File: config.mk
export PLATFORM = sky130hd
export DESIGN_NAME = cibw_top
export DESIGN_NICKNAME = d
export VERILOG_FILES = /design/src/cibw_pkg.sv /design/src/cibw_top.sv
export SDC_FILE = /design/constraint.sdc
export NUM_CORES = 2
export LEC_CHECK = 0
export ABC_AREA = 1
export BUFFER_PORTS_ARGS = -buffer_cell sky130_fd_sc_hd__buf_4
export CORE_MARGIN = 8
export CORE_UTILIZATION = 46
export CTS_CLUSTER_SIZE = 28
export DETAILED_ROUTE_END_ITERATION = 10
export GPL_TIMING_DRIVEN = 0
export SLEW_MARGIN = 0
export SYNTH_ARGS = -nofsm -noshare
export SYNTH_HDL_FRONTEND = slang
export SYNTH_SLANG_ARGS = --single-unit
File: constraint.sdc
create_clock -name i_ref_clk -period 9 [get_ports i_ref_clk]
set_input_delay 0 -clock i_ref_clk [delete_from_list [all_inputs] [get_ports i_ref_clk]]
set_output_delay 0 -clock i_ref_clk [all_outputs]
set_load 0.005 [all_outputs]
File: src/cibw_pkg.sv
// constants, register map and carrier types of the card controller
// assumes a 200 MHz clock and byte addresses on the register bus
package cibw_pkg;

   // ------------------------------------------------------------
   // register map (byte offsets)
   // ------------------------------------------------------------
   localparam logic [7:0] OFF_CTRL = 8'h00;
   localparam logic [7:0] OFF_CLKDIV = 8'h04;
   localparam logic [7:0] OFF_ARG_LOW = 8'h08;
   localparam logic [7:0] OFF_ARG_HIGH = 8'h0C;
   localparam logic [7:0] OFF_CMD = 8'h10;
   localparam logic [7:0] OFF_ST0 = 8'h14;
   localparam logic [7:0] OFF_ST1 = 8'h18;
   localparam logic [7:0] OFF_FIFOCTL = 8'h1C;
   localparam logic [7:0] OFF_TXDATA = 8'h20;
   localparam logic [7:0] OFF_RSP0 = 8'h24;
   localparam logic [7:0] OFF_RSP1 = 8'h28;
   localparam logic [7:0] OFF_RSP2 = 8'h2C;
   localparam logic [7:0] OFF_RSP3 = 8'h30;

   // ------------------------------------------------------------
   // field positions
   // ------------------------------------------------------------
   localparam int CTRL_SD_BIT = 0;
   localparam int CTRL_OPEN_DRAIN_BIT = 1;
   localparam int CMD_TRIGGER_BIT = 9;
   localparam int ST0_DATA_DONE = 0;
   localparam int ST0_BUSY_DONE = 1;
   localparam int ST0_RSP_DONE = 2;
   localparam int ST0_RSP_TIMEOUT = 3;
   localparam int ST0_TX_READY = 4;
   localparam int ST0_W = 5;
   localparam int FIFO_FLUSH_BIT = 0;

   // ------------------------------------------------------------
   // reset values and timing
   // ------------------------------------------------------------
   localparam int REF_HZ = 200_000_000;
   localparam int ID_CLK_HZ = 400_000;
   localparam logic [7:0] CLKDIV_RST = 8'(REF_HZ / (2 * ID_CLK_HZ) - 1);
   localparam logic [1:0] CTRL_RST = 2'h2;
   localparam int CMD_BITS = 48;
   localparam int LONG_RSP_BITS = 136;
   localparam int RSP_WINDOW_CLKS = 5;
   localparam int BLOCK_BYTES = 512;
   localparam int CHUNK_SMALL_BYTES = 32;
   localparam int CHUNK_LARGE_BYTES = 64;
   localparam int CRC16_BITS = 16;
   localparam int WRITE_STATUS_GAP_CLKS = 8;
   localparam logic [6:0] CRC7_POLY = 7'h09;
   localparam logic [15:0] CRC16_POLY = 16'h1021;

   // ------------------------------------------------------------
   // types
   // ------------------------------------------------------------
   typedef enum logic [1:0] {
      CIBW_RSP_NONE = 2'b00,
      CIBW_RSP_SHORT = 2'b01,
      CIBW_RSP_LONG = 2'b10,
      CIBW_RSP_BUSY = 2'b11
   } cibw_rsp_t;

   typedef struct packed {
      logic data_write;
      cibw_rsp_t rsp_kind;
      logic [5:0] index;
   } cibw_cmd_t;

   typedef struct packed {
      logic [1:0] access_width_field;
      logic fifo_threshold_level_bit;
      logic fifo_direction_bit;
   } cibw_fifoctl_t;

   typedef enum logic [2:0] {
      CIBW_C_IDLE = 3'b000,
      CIBW_C_SEND = 3'b001,
      CIBW_C_WAIT = 3'b010,
      CIBW_C_RECV = 3'b011,
      CIBW_C_BUSY = 3'b100
   } cibw_cstate_t;

   typedef enum logic [2:0] {
      CIBW_D_IDLE = 3'b000,
      CIBW_D_START = 3'b001,
      CIBW_D_BITS = 3'b010,
      CIBW_D_CRC = 3'b011,
      CIBW_D_END = 3'b100,
      CIBW_D_STATUS = 3'b101
   } cibw_dstate_t;

endpackage

File: src/cibw_top.sv
// card controller: identification commands, block write, register slave
// assumes an Avalon-MM master on i_ref_clk, cards on shared lines
`timescale 1ns/10ps
module cibw_top
   import cibw_pkg::*;
#(
   parameter int FIFO_DEPTH = 32,
   parameter int BLK_BYTES = BLOCK_BYTES
) (
   input wire logic i_ref_clk,
   input wire logic i_reset_n,
   input wire logic [7:0] i_address,
   input wire logic i_read,
   input wire logic i_write,
   input wire logic [31:0] i_writedata,
   input wire logic [3:0] i_byteenable,
   output logic [31:0] o_readdata,
   output logic o_waitrequest,
   output logic o_card_clock,
   input wire logic i_cmd,
   output logic o_cmd,
   output logic o_cmd_oe,
   input wire logic i_dat0,
   output logic o_dat0,
   output logic o_dat0_oe,
   output logic o_dma_request
);

   localparam int AW = $clog2(FIFO_DEPTH);
   localparam int BLK_BITS = BLK_BYTES * 8;

   function automatic logic [6:0] crc7_of(input logic [39:0] d);
      logic [6:0] c;
      c = 7'h00;
      for (int i = 39; i >= 0; i--) begin
         c = {c[5:0], 1'b0} ^ ((d[i] ^ c[6]) ? CRC7_POLY : 7'h00);
      end
      return c;
   endfunction

   // ------------------------------------------------------------
   // register slave
   // ------------------------------------------------------------
   logic acc_done;
   logic [1:0] ctrl;
   logic [7:0] clkdiv;
   logic [15:0] arg_low;
   logic [15:0] arg_high;
   cibw_cmd_t cmd_reg;
   cibw_fifoctl_t fifoctl;
   logic [ST0_W-1:0] st0;
   logic [ST0_W-1:0] st0_set;
   logic [31:0] rd_mux;
   logic [31:0] wr_val;
   logic wr_fire;
   logic rd_fire;
   logic fifo_full;
   logic stall;
   cibw_cstate_t cstate;
   cibw_dstate_t dstate;
   logic [135:0] rsp_frame;
   logic [127:0] rsp_view;
   cibw_rsp_t rsp_kind_q;
   logic [AW:0] wr_ptr;
   logic [AW:0] rd_ptr;
   logic [AW:0] level;
   logic below;

   // a full FIFO stretches the data write rather than drop it
   assign stall = i_write & (i_address == OFF_TXDATA) & fifo_full;
   assign o_waitrequest = (i_read | i_write) & ~acc_done;
   assign wr_fire = i_write & acc_done;
   assign rd_fire = i_read & acc_done;
   assign wr_val = i_writedata & {{8{i_byteenable[3]}}, {8{i_byteenable[2]}}, {8{i_byteenable[1]}}, {8{i_byteenable[0]}}};

   always_ff @(posedge i_ref_clk or negedge i_reset_n) begin
      if (!i_reset_n) begin
         acc_done <= 1'b0;
      end else begin
         acc_done <= (i_read | i_write) & ~acc_done & ~stall;
      end
   end

   // identifier in four words, short answers their argument
   assign rsp_view = (rsp_kind_q == CIBW_RSP_LONG) ? rsp_frame[128:1] : {96'h0, rsp_frame[39:8]};

   always_comb begin
      unique case (i_address)
         OFF_CTRL: rd_mux = {30'h0, ctrl};
         OFF_CLKDIV: rd_mux = {24'h0, clkdiv};
         OFF_ARG_LOW: rd_mux = {16'h0, arg_low};
         OFF_ARG_HIGH: rd_mux = {16'h0, arg_high};
         OFF_CMD: rd_mux = {23'h0, cmd_reg};
         OFF_ST0: rd_mux = {27'h0, st0};
         OFF_ST1: rd_mux = {16'h0, 8'(level), 5'h0, below, dstate != CIBW_D_IDLE, cstate != CIBW_C_IDLE};
         OFF_FIFOCTL: rd_mux = {27'h0, fifoctl, 1'b0};
         OFF_RSP0: rd_mux = rsp_view[31:0];
         OFF_RSP1: rd_mux = rsp_view[63:32];
         OFF_RSP2: rd_mux = rsp_view[95:64];
         OFF_RSP3: rd_mux = rsp_view[127:96];
         default: rd_mux = 32'h0000_0000;
      endcase
   end

   always_ff @(posedge i_ref_clk or negedge i_reset_n) begin
      if (!i_reset_n) begin
         o_readdata <= 32'h0000_0000;
      end else if (!acc_done) begin
         o_readdata <= rd_mux;
      end
   end

   always_ff @(posedge i_ref_clk or negedge i_reset_n) begin
      if (!i_reset_n) begin
         ctrl <= CTRL_RST;
         clkdiv <= CLKDIV_RST;
         arg_low <= 16'h0000;
         arg_high <= 16'h0000;
         cmd_reg <= '0;
         fifoctl <= '0;
      end else if (wr_fire) begin
         unique case (i_address)
            OFF_CTRL: ctrl <= wr_val[1:0];
            OFF_CLKDIV: clkdiv <= (wr_val[7:0] == 8'h00) ? 8'h01 : wr_val[7:0];
            OFF_ARG_LOW: arg_low <= wr_val[15:0];
            OFF_ARG_HIGH: arg_high <= wr_val[15:0];
            OFF_CMD: cmd_reg <= wr_val[8:0];
            OFF_FIFOCTL: fifoctl <= wr_val[4:1];
            default: ;
         endcase
      end
   end

   // clear only reported bits, so a same-cycle event survives
   always_ff @(posedge i_ref_clk or negedge i_reset_n) begin
      if (!i_reset_n) begin
         st0 <= '0;
      end else if (rd_fire && i_address == OFF_ST0) begin
         st0 <= (st0 & ~o_readdata[ST0_W-1:0]) | st0_set;
      end else begin
         st0 <= st0 | st0_set;
      end
   end

   // ------------------------------------------------------------
   // pin synchronisers and card clock divider
   // ------------------------------------------------------------
   logic [1:0] cmd_sync;
   logic [1:0] dat_sync;
   logic cmd_in;
   logic dat_in;
   logic [7:0] div_cnt;
   logic tick;
   logic clk_hold;
   logic rise_en;
   logic fall_en;

   always_ff @(posedge i_ref_clk or negedge i_reset_n) begin
      if (!i_reset_n) begin
         cmd_sync <= 2'h3;
         dat_sync <= 2'h3;
      end else begin
         cmd_sync <= {cmd_sync[0], i_cmd};
         dat_sync <= {dat_sync[0], i_dat0};
      end
   end
   assign cmd_in = cmd_sync[1];
   assign dat_in = dat_sync[1];

   assign tick = (div_cnt >= clkdiv);
   assign rise_en = tick & ~o_card_clock;
   // clock parks high while the FIFO is empty during the data-bit state
   assign fall_en = tick & o_card_clock & ~clk_hold;

   always_ff @(posedge i_ref_clk or negedge i_reset_n) begin
      if (!i_reset_n) begin
         div_cnt <= 8'h00;
         o_card_clock <= 1'b0;
      end else if (tick) begin
         div_cnt <= 8'h00;
         if (rise_en || fall_en) begin
            o_card_clock <= ~o_card_clock;
         end
      end else begin
         div_cnt <= div_cnt + 8'h01;
      end
   end

   // ------------------------------------------------------------
   // command engine
   // ------------------------------------------------------------
   logic [47:0] cmd_shift;
   logic [7:0] cbit_cnt;
   logic [2:0] wait_cnt;
   logic cmd_drive;
   logic cmd_start;
   logic trig_start;
   logic [7:0] rsp_last;
   logic ev_rsp;
   logic ev_tout;
   logic ev_bsy;

   assign cmd_start = wr_fire & (i_address == OFF_CMD) & ~wr_val[CMD_TRIGGER_BIT] & (cstate == CIBW_C_IDLE);
   assign trig_start = wr_fire & (i_address == OFF_CMD) & wr_val[CMD_TRIGGER_BIT];
   assign rsp_last = (rsp_kind_q == CIBW_RSP_LONG) ? 8'(LONG_RSP_BITS - 1) : 8'(CMD_BITS - 1);
   assign ev_tout = (cstate == CIBW_C_WAIT) & rise_en & cmd_in & (wait_cnt == 3'(RSP_WINDOW_CLKS - 1));
   assign ev_rsp = ((cstate == CIBW_C_RECV) & rise_en & (cbit_cnt == rsp_last))
                 | ((cstate == CIBW_C_SEND) & fall_en & (cbit_cnt == 8'(CMD_BITS)) & (rsp_kind_q == CIBW_RSP_NONE));
   assign ev_bsy = (cstate == CIBW_C_BUSY) & rise_en & dat_in;

   // open-drain mode only ever pulls low
   assign o_cmd_oe = cmd_drive & (~ctrl[CTRL_OPEN_DRAIN_BIT] | ~o_cmd);

   always_ff @(posedge i_ref_clk or negedge i_reset_n) begin
      if (!i_reset_n) begin
         cstate <= CIBW_C_IDLE;
         cmd_shift <= 48'h0;
         cbit_cnt <= 8'h00;
         wait_cnt <= 3'h0;
         cmd_drive <= 1'b0;
         o_cmd <= 1'b1;
         rsp_frame <= 136'h0;
         rsp_kind_q <= CIBW_RSP_NONE;
      end else begin
         unique case (cstate)
            CIBW_C_IDLE: begin
               if (cmd_start) begin
                  cmd_shift <= {2'b01, wr_val[5:0], arg_high, arg_low,
                                crc7_of({2'b01, wr_val[5:0], arg_high, arg_low}), 1'b1};
                  rsp_kind_q <= cibw_rsp_t'(wr_val[7:6]);
                  cbit_cnt <= 8'h00;
                  cstate <= CIBW_C_SEND;
               end
            end
            CIBW_C_SEND: begin
               if (fall_en) begin
                  if (cbit_cnt == 8'(CMD_BITS)) begin
                     cmd_drive <= 1'b0;
                     o_cmd <= 1'b1;
                     wait_cnt <= 3'h0;
                     // no-response commands finish once the frame is out
                     cstate <= (rsp_kind_q == CIBW_RSP_NONE) ? CIBW_C_IDLE : CIBW_C_WAIT;
                  end else begin
                     cmd_drive <= 1'b1;
                     o_cmd <= cmd_shift[47];
                     cmd_shift <= {cmd_shift[46:0], 1'b0};
                     cbit_cnt <= cbit_cnt + 8'h01;
                  end
               end
            end
            CIBW_C_WAIT: begin
               if (rise_en) begin
                  if (!cmd_in) begin
                     rsp_frame <= 136'h0;
                     cbit_cnt <= 8'h01;
                     cstate <= CIBW_C_RECV;
                  end else if (ev_tout) begin
                     cstate <= CIBW_C_IDLE;
                  end else begin
                     wait_cnt <= wait_cnt + 3'h1;
                  end
               end
            end
            CIBW_C_RECV: begin
               if (rise_en) begin
                  rsp_frame <= {rsp_frame[134:0], cmd_in};
                  cbit_cnt <= cbit_cnt + 8'h01;
                  if (ev_rsp) begin
                     cstate <= (rsp_kind_q == CIBW_RSP_BUSY) ? CIBW_C_BUSY : CIBW_C_IDLE;
                  end
               end
            end
            CIBW_C_BUSY: begin
               if (ev_bsy) begin
                  cstate <= CIBW_C_IDLE;
               end
            end
            default: cstate <= CIBW_C_IDLE;
         endcase
      end
   end

   // ------------------------------------------------------------
   // transmit FIFO
   // ------------------------------------------------------------
   logic [31:0] fifo_mem [FIFO_DEPTH];
   logic fifo_empty;
   logic push;
   logic pop;
   logic flush;
   logic [AW:0] thr_words;
   logic below_q;
   logic [11:0] dbit_cnt;

   assign level = wr_ptr - rd_ptr;
   assign fifo_full = (level == (AW+1)'(FIFO_DEPTH));
   assign fifo_empty = (level == '0);
   assign push = wr_fire & (i_address == OFF_TXDATA) & ~fifo_full;
   assign flush = wr_fire & (i_address == OFF_FIFOCTL) & wr_val[FIFO_FLUSH_BIT];
   assign pop = (dstate == CIBW_D_BITS) & fall_en & (dbit_cnt[4:0] == 5'h1F);
   assign thr_words = fifoctl.fifo_threshold_level_bit ? (AW+1)'(CHUNK_LARGE_BYTES / 4)
                                                        : (AW+1)'(CHUNK_SMALL_BYTES / 4);
   assign below = (dstate != CIBW_D_IDLE) & fifoctl.fifo_direction_bit & (level < thr_words);
   assign o_dma_request = below;
   assign clk_hold = (dstate == CIBW_D_BITS) & fifo_empty;

   always_ff @(posedge i_ref_clk) begin
      if (push) begin
         fifo_mem[wr_ptr[AW-1:0]] <= wr_val;
      end
   end

   always_ff @(posedge i_ref_clk or negedge i_reset_n) begin
      if (!i_reset_n) begin
         wr_ptr <= '0;
         rd_ptr <= '0;
         below_q <= 1'b0;
      end else begin
         below_q <= below;
         if (flush) begin
            wr_ptr <= '0;
            rd_ptr <= '0;
         end else begin
            wr_ptr <= wr_ptr + (AW+1)'(push);
            rd_ptr <= rd_ptr + (AW+1)'(pop);
         end
      end
   end

   // ------------------------------------------------------------
   // data-0 block transmitter
   // ------------------------------------------------------------
   logic [15:0] crc16;
   logic [3:0] gap_cnt;
   logic data_bit;
   logic ev_dat;

   // low byte first, msb first
   assign data_bit = fifo_mem[rd_ptr[AW-1:0]][{dbit_cnt[4:3], ~dbit_cnt[2:0]}];
   assign ev_dat = (dstate == CIBW_D_STATUS) & rise_en & (gap_cnt == 4'h0) & dat_in;

   always_ff @(posedge i_ref_clk or negedge i_reset_n) begin
      if (!i_reset_n) begin
         dstate <= CIBW_D_IDLE;
         dbit_cnt <= 12'h000;
         crc16 <= 16'h0000;
         gap_cnt <= 4'h0;
         o_dat0 <= 1'b1;
         o_dat0_oe <= 1'b0;
      end else begin
         unique case (dstate)
            CIBW_D_IDLE: begin
               if (trig_start && fifoctl.fifo_direction_bit) begin
                  dstate <= CIBW_D_START;
               end
            end
            CIBW_D_START: begin
               if (fall_en) begin
                  o_dat0 <= 1'b0;
                  o_dat0_oe <= 1'b1;
                  dbit_cnt <= 12'h000;
                  crc16 <= 16'h0000;
                  dstate <= CIBW_D_BITS;
               end
            end
            CIBW_D_BITS: begin
               if (fall_en) begin
                  o_dat0 <= data_bit;
                  crc16 <= {crc16[14:0], 1'b0} ^ ((data_bit ^ crc16[15]) ? CRC16_POLY : 16'h0000);
                  dbit_cnt <= dbit_cnt + 12'h001;
                  if (dbit_cnt == 12'(BLK_BITS - 1)) begin
                     dbit_cnt <= 12'h000;
                     dstate <= CIBW_D_CRC;
                  end
               end
            end
            CIBW_D_CRC: begin
               if (fall_en) begin
                  o_dat0 <= crc16[15];
                  crc16 <= {crc16[14:0], 1'b0};
                  dbit_cnt <= dbit_cnt + 12'h001;
                  if (dbit_cnt == 12'(CRC16_BITS - 1)) begin
                     dstate <= CIBW_D_END;
                  end
               end
            end
            CIBW_D_END: begin
               if (fall_en) begin
                  o_dat0 <= 1'b1;
                  gap_cnt <= 4'(WRITE_STATUS_GAP_CLKS);
                  dstate <= CIBW_D_STATUS;
               end
            end
            CIBW_D_STATUS: begin
               if (rise_en) begin
                  o_dat0_oe <= 1'b0;
                  if (gap_cnt != 4'h0) begin
                     gap_cnt <= gap_cnt - 4'h1;
                  end else if (ev_dat) begin
                     dstate <= CIBW_D_IDLE;
                  end
               end
            end
            default: dstate <= CIBW_D_IDLE;
         endcase
      end
   end

   always_comb begin
      st0_set = '0;
      st0_set[ST0_DATA_DONE] = ev_dat;
      st0_set[ST0_BUSY_DONE] = ev_bsy;
      st0_set[ST0_RSP_DONE] = ev_rsp;
      st0_set[ST0_RSP_TIMEOUT] = ev_tout;
      st0_set[ST0_TX_READY] = below & ~below_q;
   end

endmodule

==> flow_summary.ini <==
[status]
status = complete, but fails checks
failed_checks = max-capacitance violations, max-slew violations

[final_layout]
fin_util = 0.535
nNetsFinal = 5682
syn_to_final_growth_pct = 15.5
drive_gt1_frac = 0.0919
largest_register_ffs = 1024

[route]
wl_met1_microns = 84000
vias = 44700
first_iter_violations = 6599
wl_per_cell_microns = 28.8
wl_met2_microns = 89800
routed_wl_microns = 213000
drc = 0
vias_per_cell = 6.06
first_pass_iters = 8
top_layer = met5
final_antenna_net_count = 0
route.met3.wl_microns = 28000

[timing]
setup_ws_ns = 1.73
slew_headroom = -0.0553
hold_viol_final = 0
worstMarginPinSlew_ns = 1.58
period_share = 0.807
skew_ns = 0.0330
maxSlewViolCount = 11
fin_tns_setup_ns = 0
min_period_ns = 7.27
fmax_mhz = 138
rsz0062_at_grt = no
setup_violations = 0

[global_routing]
grt_overflow = 0
grt_pass1_wl_microns = 300000
grt_max_degree = 119
antenna_found_initial = 8
grt_pass1_vias = 42200
grt.total_usage = 0.302

[worst_setup_path]
critical_path_class = register to register
cp.buffers_inverters = 7
cp_slowest_cell = clkbuf_1
r2r_slack_ns = 1.73
cp_max_fo = 17
required_ns = 9.47
cp_top_family = buffers and inverters
critPathMaxStageDelay_ns = 1.17
critPathCaptureType = register
crit_arrival_ns = 7.73
worstPathCellList = clkbuf_1 -> inv_1 -> clkbuf_1 -> clkbuf_1 -> ha_1 -> a21oi_1 -> o21ai_1 -> a21oi_1 -> o21bai_1 -> xor2_1 -> inv_1 -> nand2_1 -> nand4_1 -> inv_1 -> nand3_1 -> nor2_4 -> buf_12
startpoint_type = register

[logic_synthesis]
synthTopCellsByCount = nand2_1 (1083), edfxtp_1 (1024), nor2_1 (449)
yosysSeqAreaShare = 0.681
syn_nets = 5363
yosysMostFrequentCell = nand2_1
synthesis.area_sq_um = 58100
yosysTopAreaCell = edfxtp_1
syn_inst = 5285
ys_warn_count = 0
synth_top_area_frac = 0.530
synth_seq_cells = 1375
ys_types = 61
synth_edf_count = 1024
syn_avg_cell_area_sq_um = 11.0
netlist_top_cells_area = edfxtp_1 (53%), dfrtp_1 (15%), nand2_1 (7.0%)
synthArstFlopShare = 0.255
synthFlopType = edfxtp_1

[die]
die_area_sq_um = 138000
dieHeight_microns = 371
initial_core_util = 0.463
ios = 89
coreArea_sq_um = 125000
die_x_microns = 371
rows = 130

[clock_tree]
clock_latency_ns = 0.80
cts_htree_levels = 4
cts-root-buf = clkbuf_16
cts_repair_resize_count = 0
clock_sinks = 1375
cts-buffers-inserted = 148
cts_buffer_depth = 3
path_clk_slew_ns = 0.06
cts_tree = yes

[place]
dp_hpwl_microns = 145000
dpl_worst_slack_ns = 2.09
io_buffers = 84
gp_congestion = 0.948

[power]
ir_drop_mv = 0.197
p_leak_nw = 24.7
powerDensity_nw_per_um2 = 210

[run]
cap_violations = 3

[worst_hold_path]
min-delay-path-class = primary input to register
==> through the flow <==
stage / std cells / power, mW / hold WS, ns / area [sq um]
4_1_cts: 7372 / 14.1 / 0.0156 / 67000
2_1_floorplan: 5285 / 7.83 / -0.296 / 58100
3_3_place_gp: 7019 / 8.19 / 0.110 / 60700
6_report: 7378 / 14.1 / 0.0790 / 67100
3_5_place_dp: 7063 / 8.22 / -0.0439 / 62000
5_1_grt: 7374 / 14.4 / 0.108 / 67100
==> metal layers <==
metal  vias to the layer above  track usage
li1                      19300            -
met1                     22000        0.424
met2                      2941        0.438
met3                       554       0.0855
met4                         4        0.134
met5                         -            0
==> report_power, final <==
part | leakage [nW] | internal (mW) | switching (mW)
clock | 2.28 | 3.37 | 2.55
sequential | 13.8 | 6.96 | 0.0738
combinational | 8.65 | 0.318 | 0.780
total | 24.7 | 10.6 | 3.41
==> worst register-to-register path: stages (launching register included) <==
cell,delay [ns]
dfrtp_1,0.36
clkbuf_1,0.23
inv_1,0.18
clkbuf_1,1.17
clkbuf_1,0.88
ha_1,0.44
a21oi_1,0.16
o21ai_1,0.13
a21oi_1,0.18
o21bai_1,0.10
xor2_1,0.39
inv_1,0.22
nand2_1,0.15
nand4_1,0.20
inv_1,0.18
nand3_1,0.64
nor2_4,1.01
buf_12,0.29
==> cells by family after synthesis <==
logic type      Yosys count  share of synthesized area
simple gates           1925                      0.136
fa+ha+maj                28                    0.00616
mux                      39                    0.00672
compound gates         1217                      0.120
buf+inv                 677                     0.0460
xor+xnor                 24                    0.00388
flops                  1375                      0.681
==> final cells by class <==
class	count	area, sq um
multi-input cells	3233	16100
plain buffers	299	1250
clock inverters	59	457
diodes	5	12.5
clock buffers	210	4200
well taps	1650	2060
flip-flops and latches	1375	39500
fillers	10700	58300
inverters	378	1420
repair buffers	169	2040
==> cell usage in the layout, fill, tap and decap left out, types with 73 or more instances in the layout <==
| cell | synthesis | routed |
|---|---|---|
| nand2_1 | 1083 | 1083 |
| edfxtp_1 | 1024 | 1024 |
| o21ai_0 | 439 | 439 |
| nor2_1 | 449 | 417 |
| inv_1 | 365 | 364 |
| dfrtp_1 | 338 | 338 |
| o22ai_1 | 314 | 314 |
| a21oi_1 | 274 | 274 |
| clkbuf_1 | 204 | 249 |
| nand3_1 | 210 | 210 |
| clkbuf_16 | 0 | 156 |
| nor3_1 | 96 | 96 |
| buf_4 | 2 | 86 |
| buf_2 | 73 | 73 |
==> worst paths after layout <==
check | depth (start not counted) | from | to
worst max register to register | 17 | rd_ptr[2] | fifo_mem[19][7]
min in group asynchronous | 4 | i_reset_n | cmd_shift[21]
worst min register to register | 0 | cmd_sync[0] | cmd_sync[1]
max in group asynchronous | 4 | i_reset_n | o_readdata[29]
worst min-delay path | 10 | i_address[1] | o_readdata[10]
worst max-delay path | 17 | rd_ptr[2] | fifo_mem[19][7]
==> what timing repair did <==
action / CTS / global route
setup buffers: 0 / 0
hold endpoints to repair: 416 / 0
hold buffers: 40 / 0
Note: power is estimated with default switching activity, not from simulation.
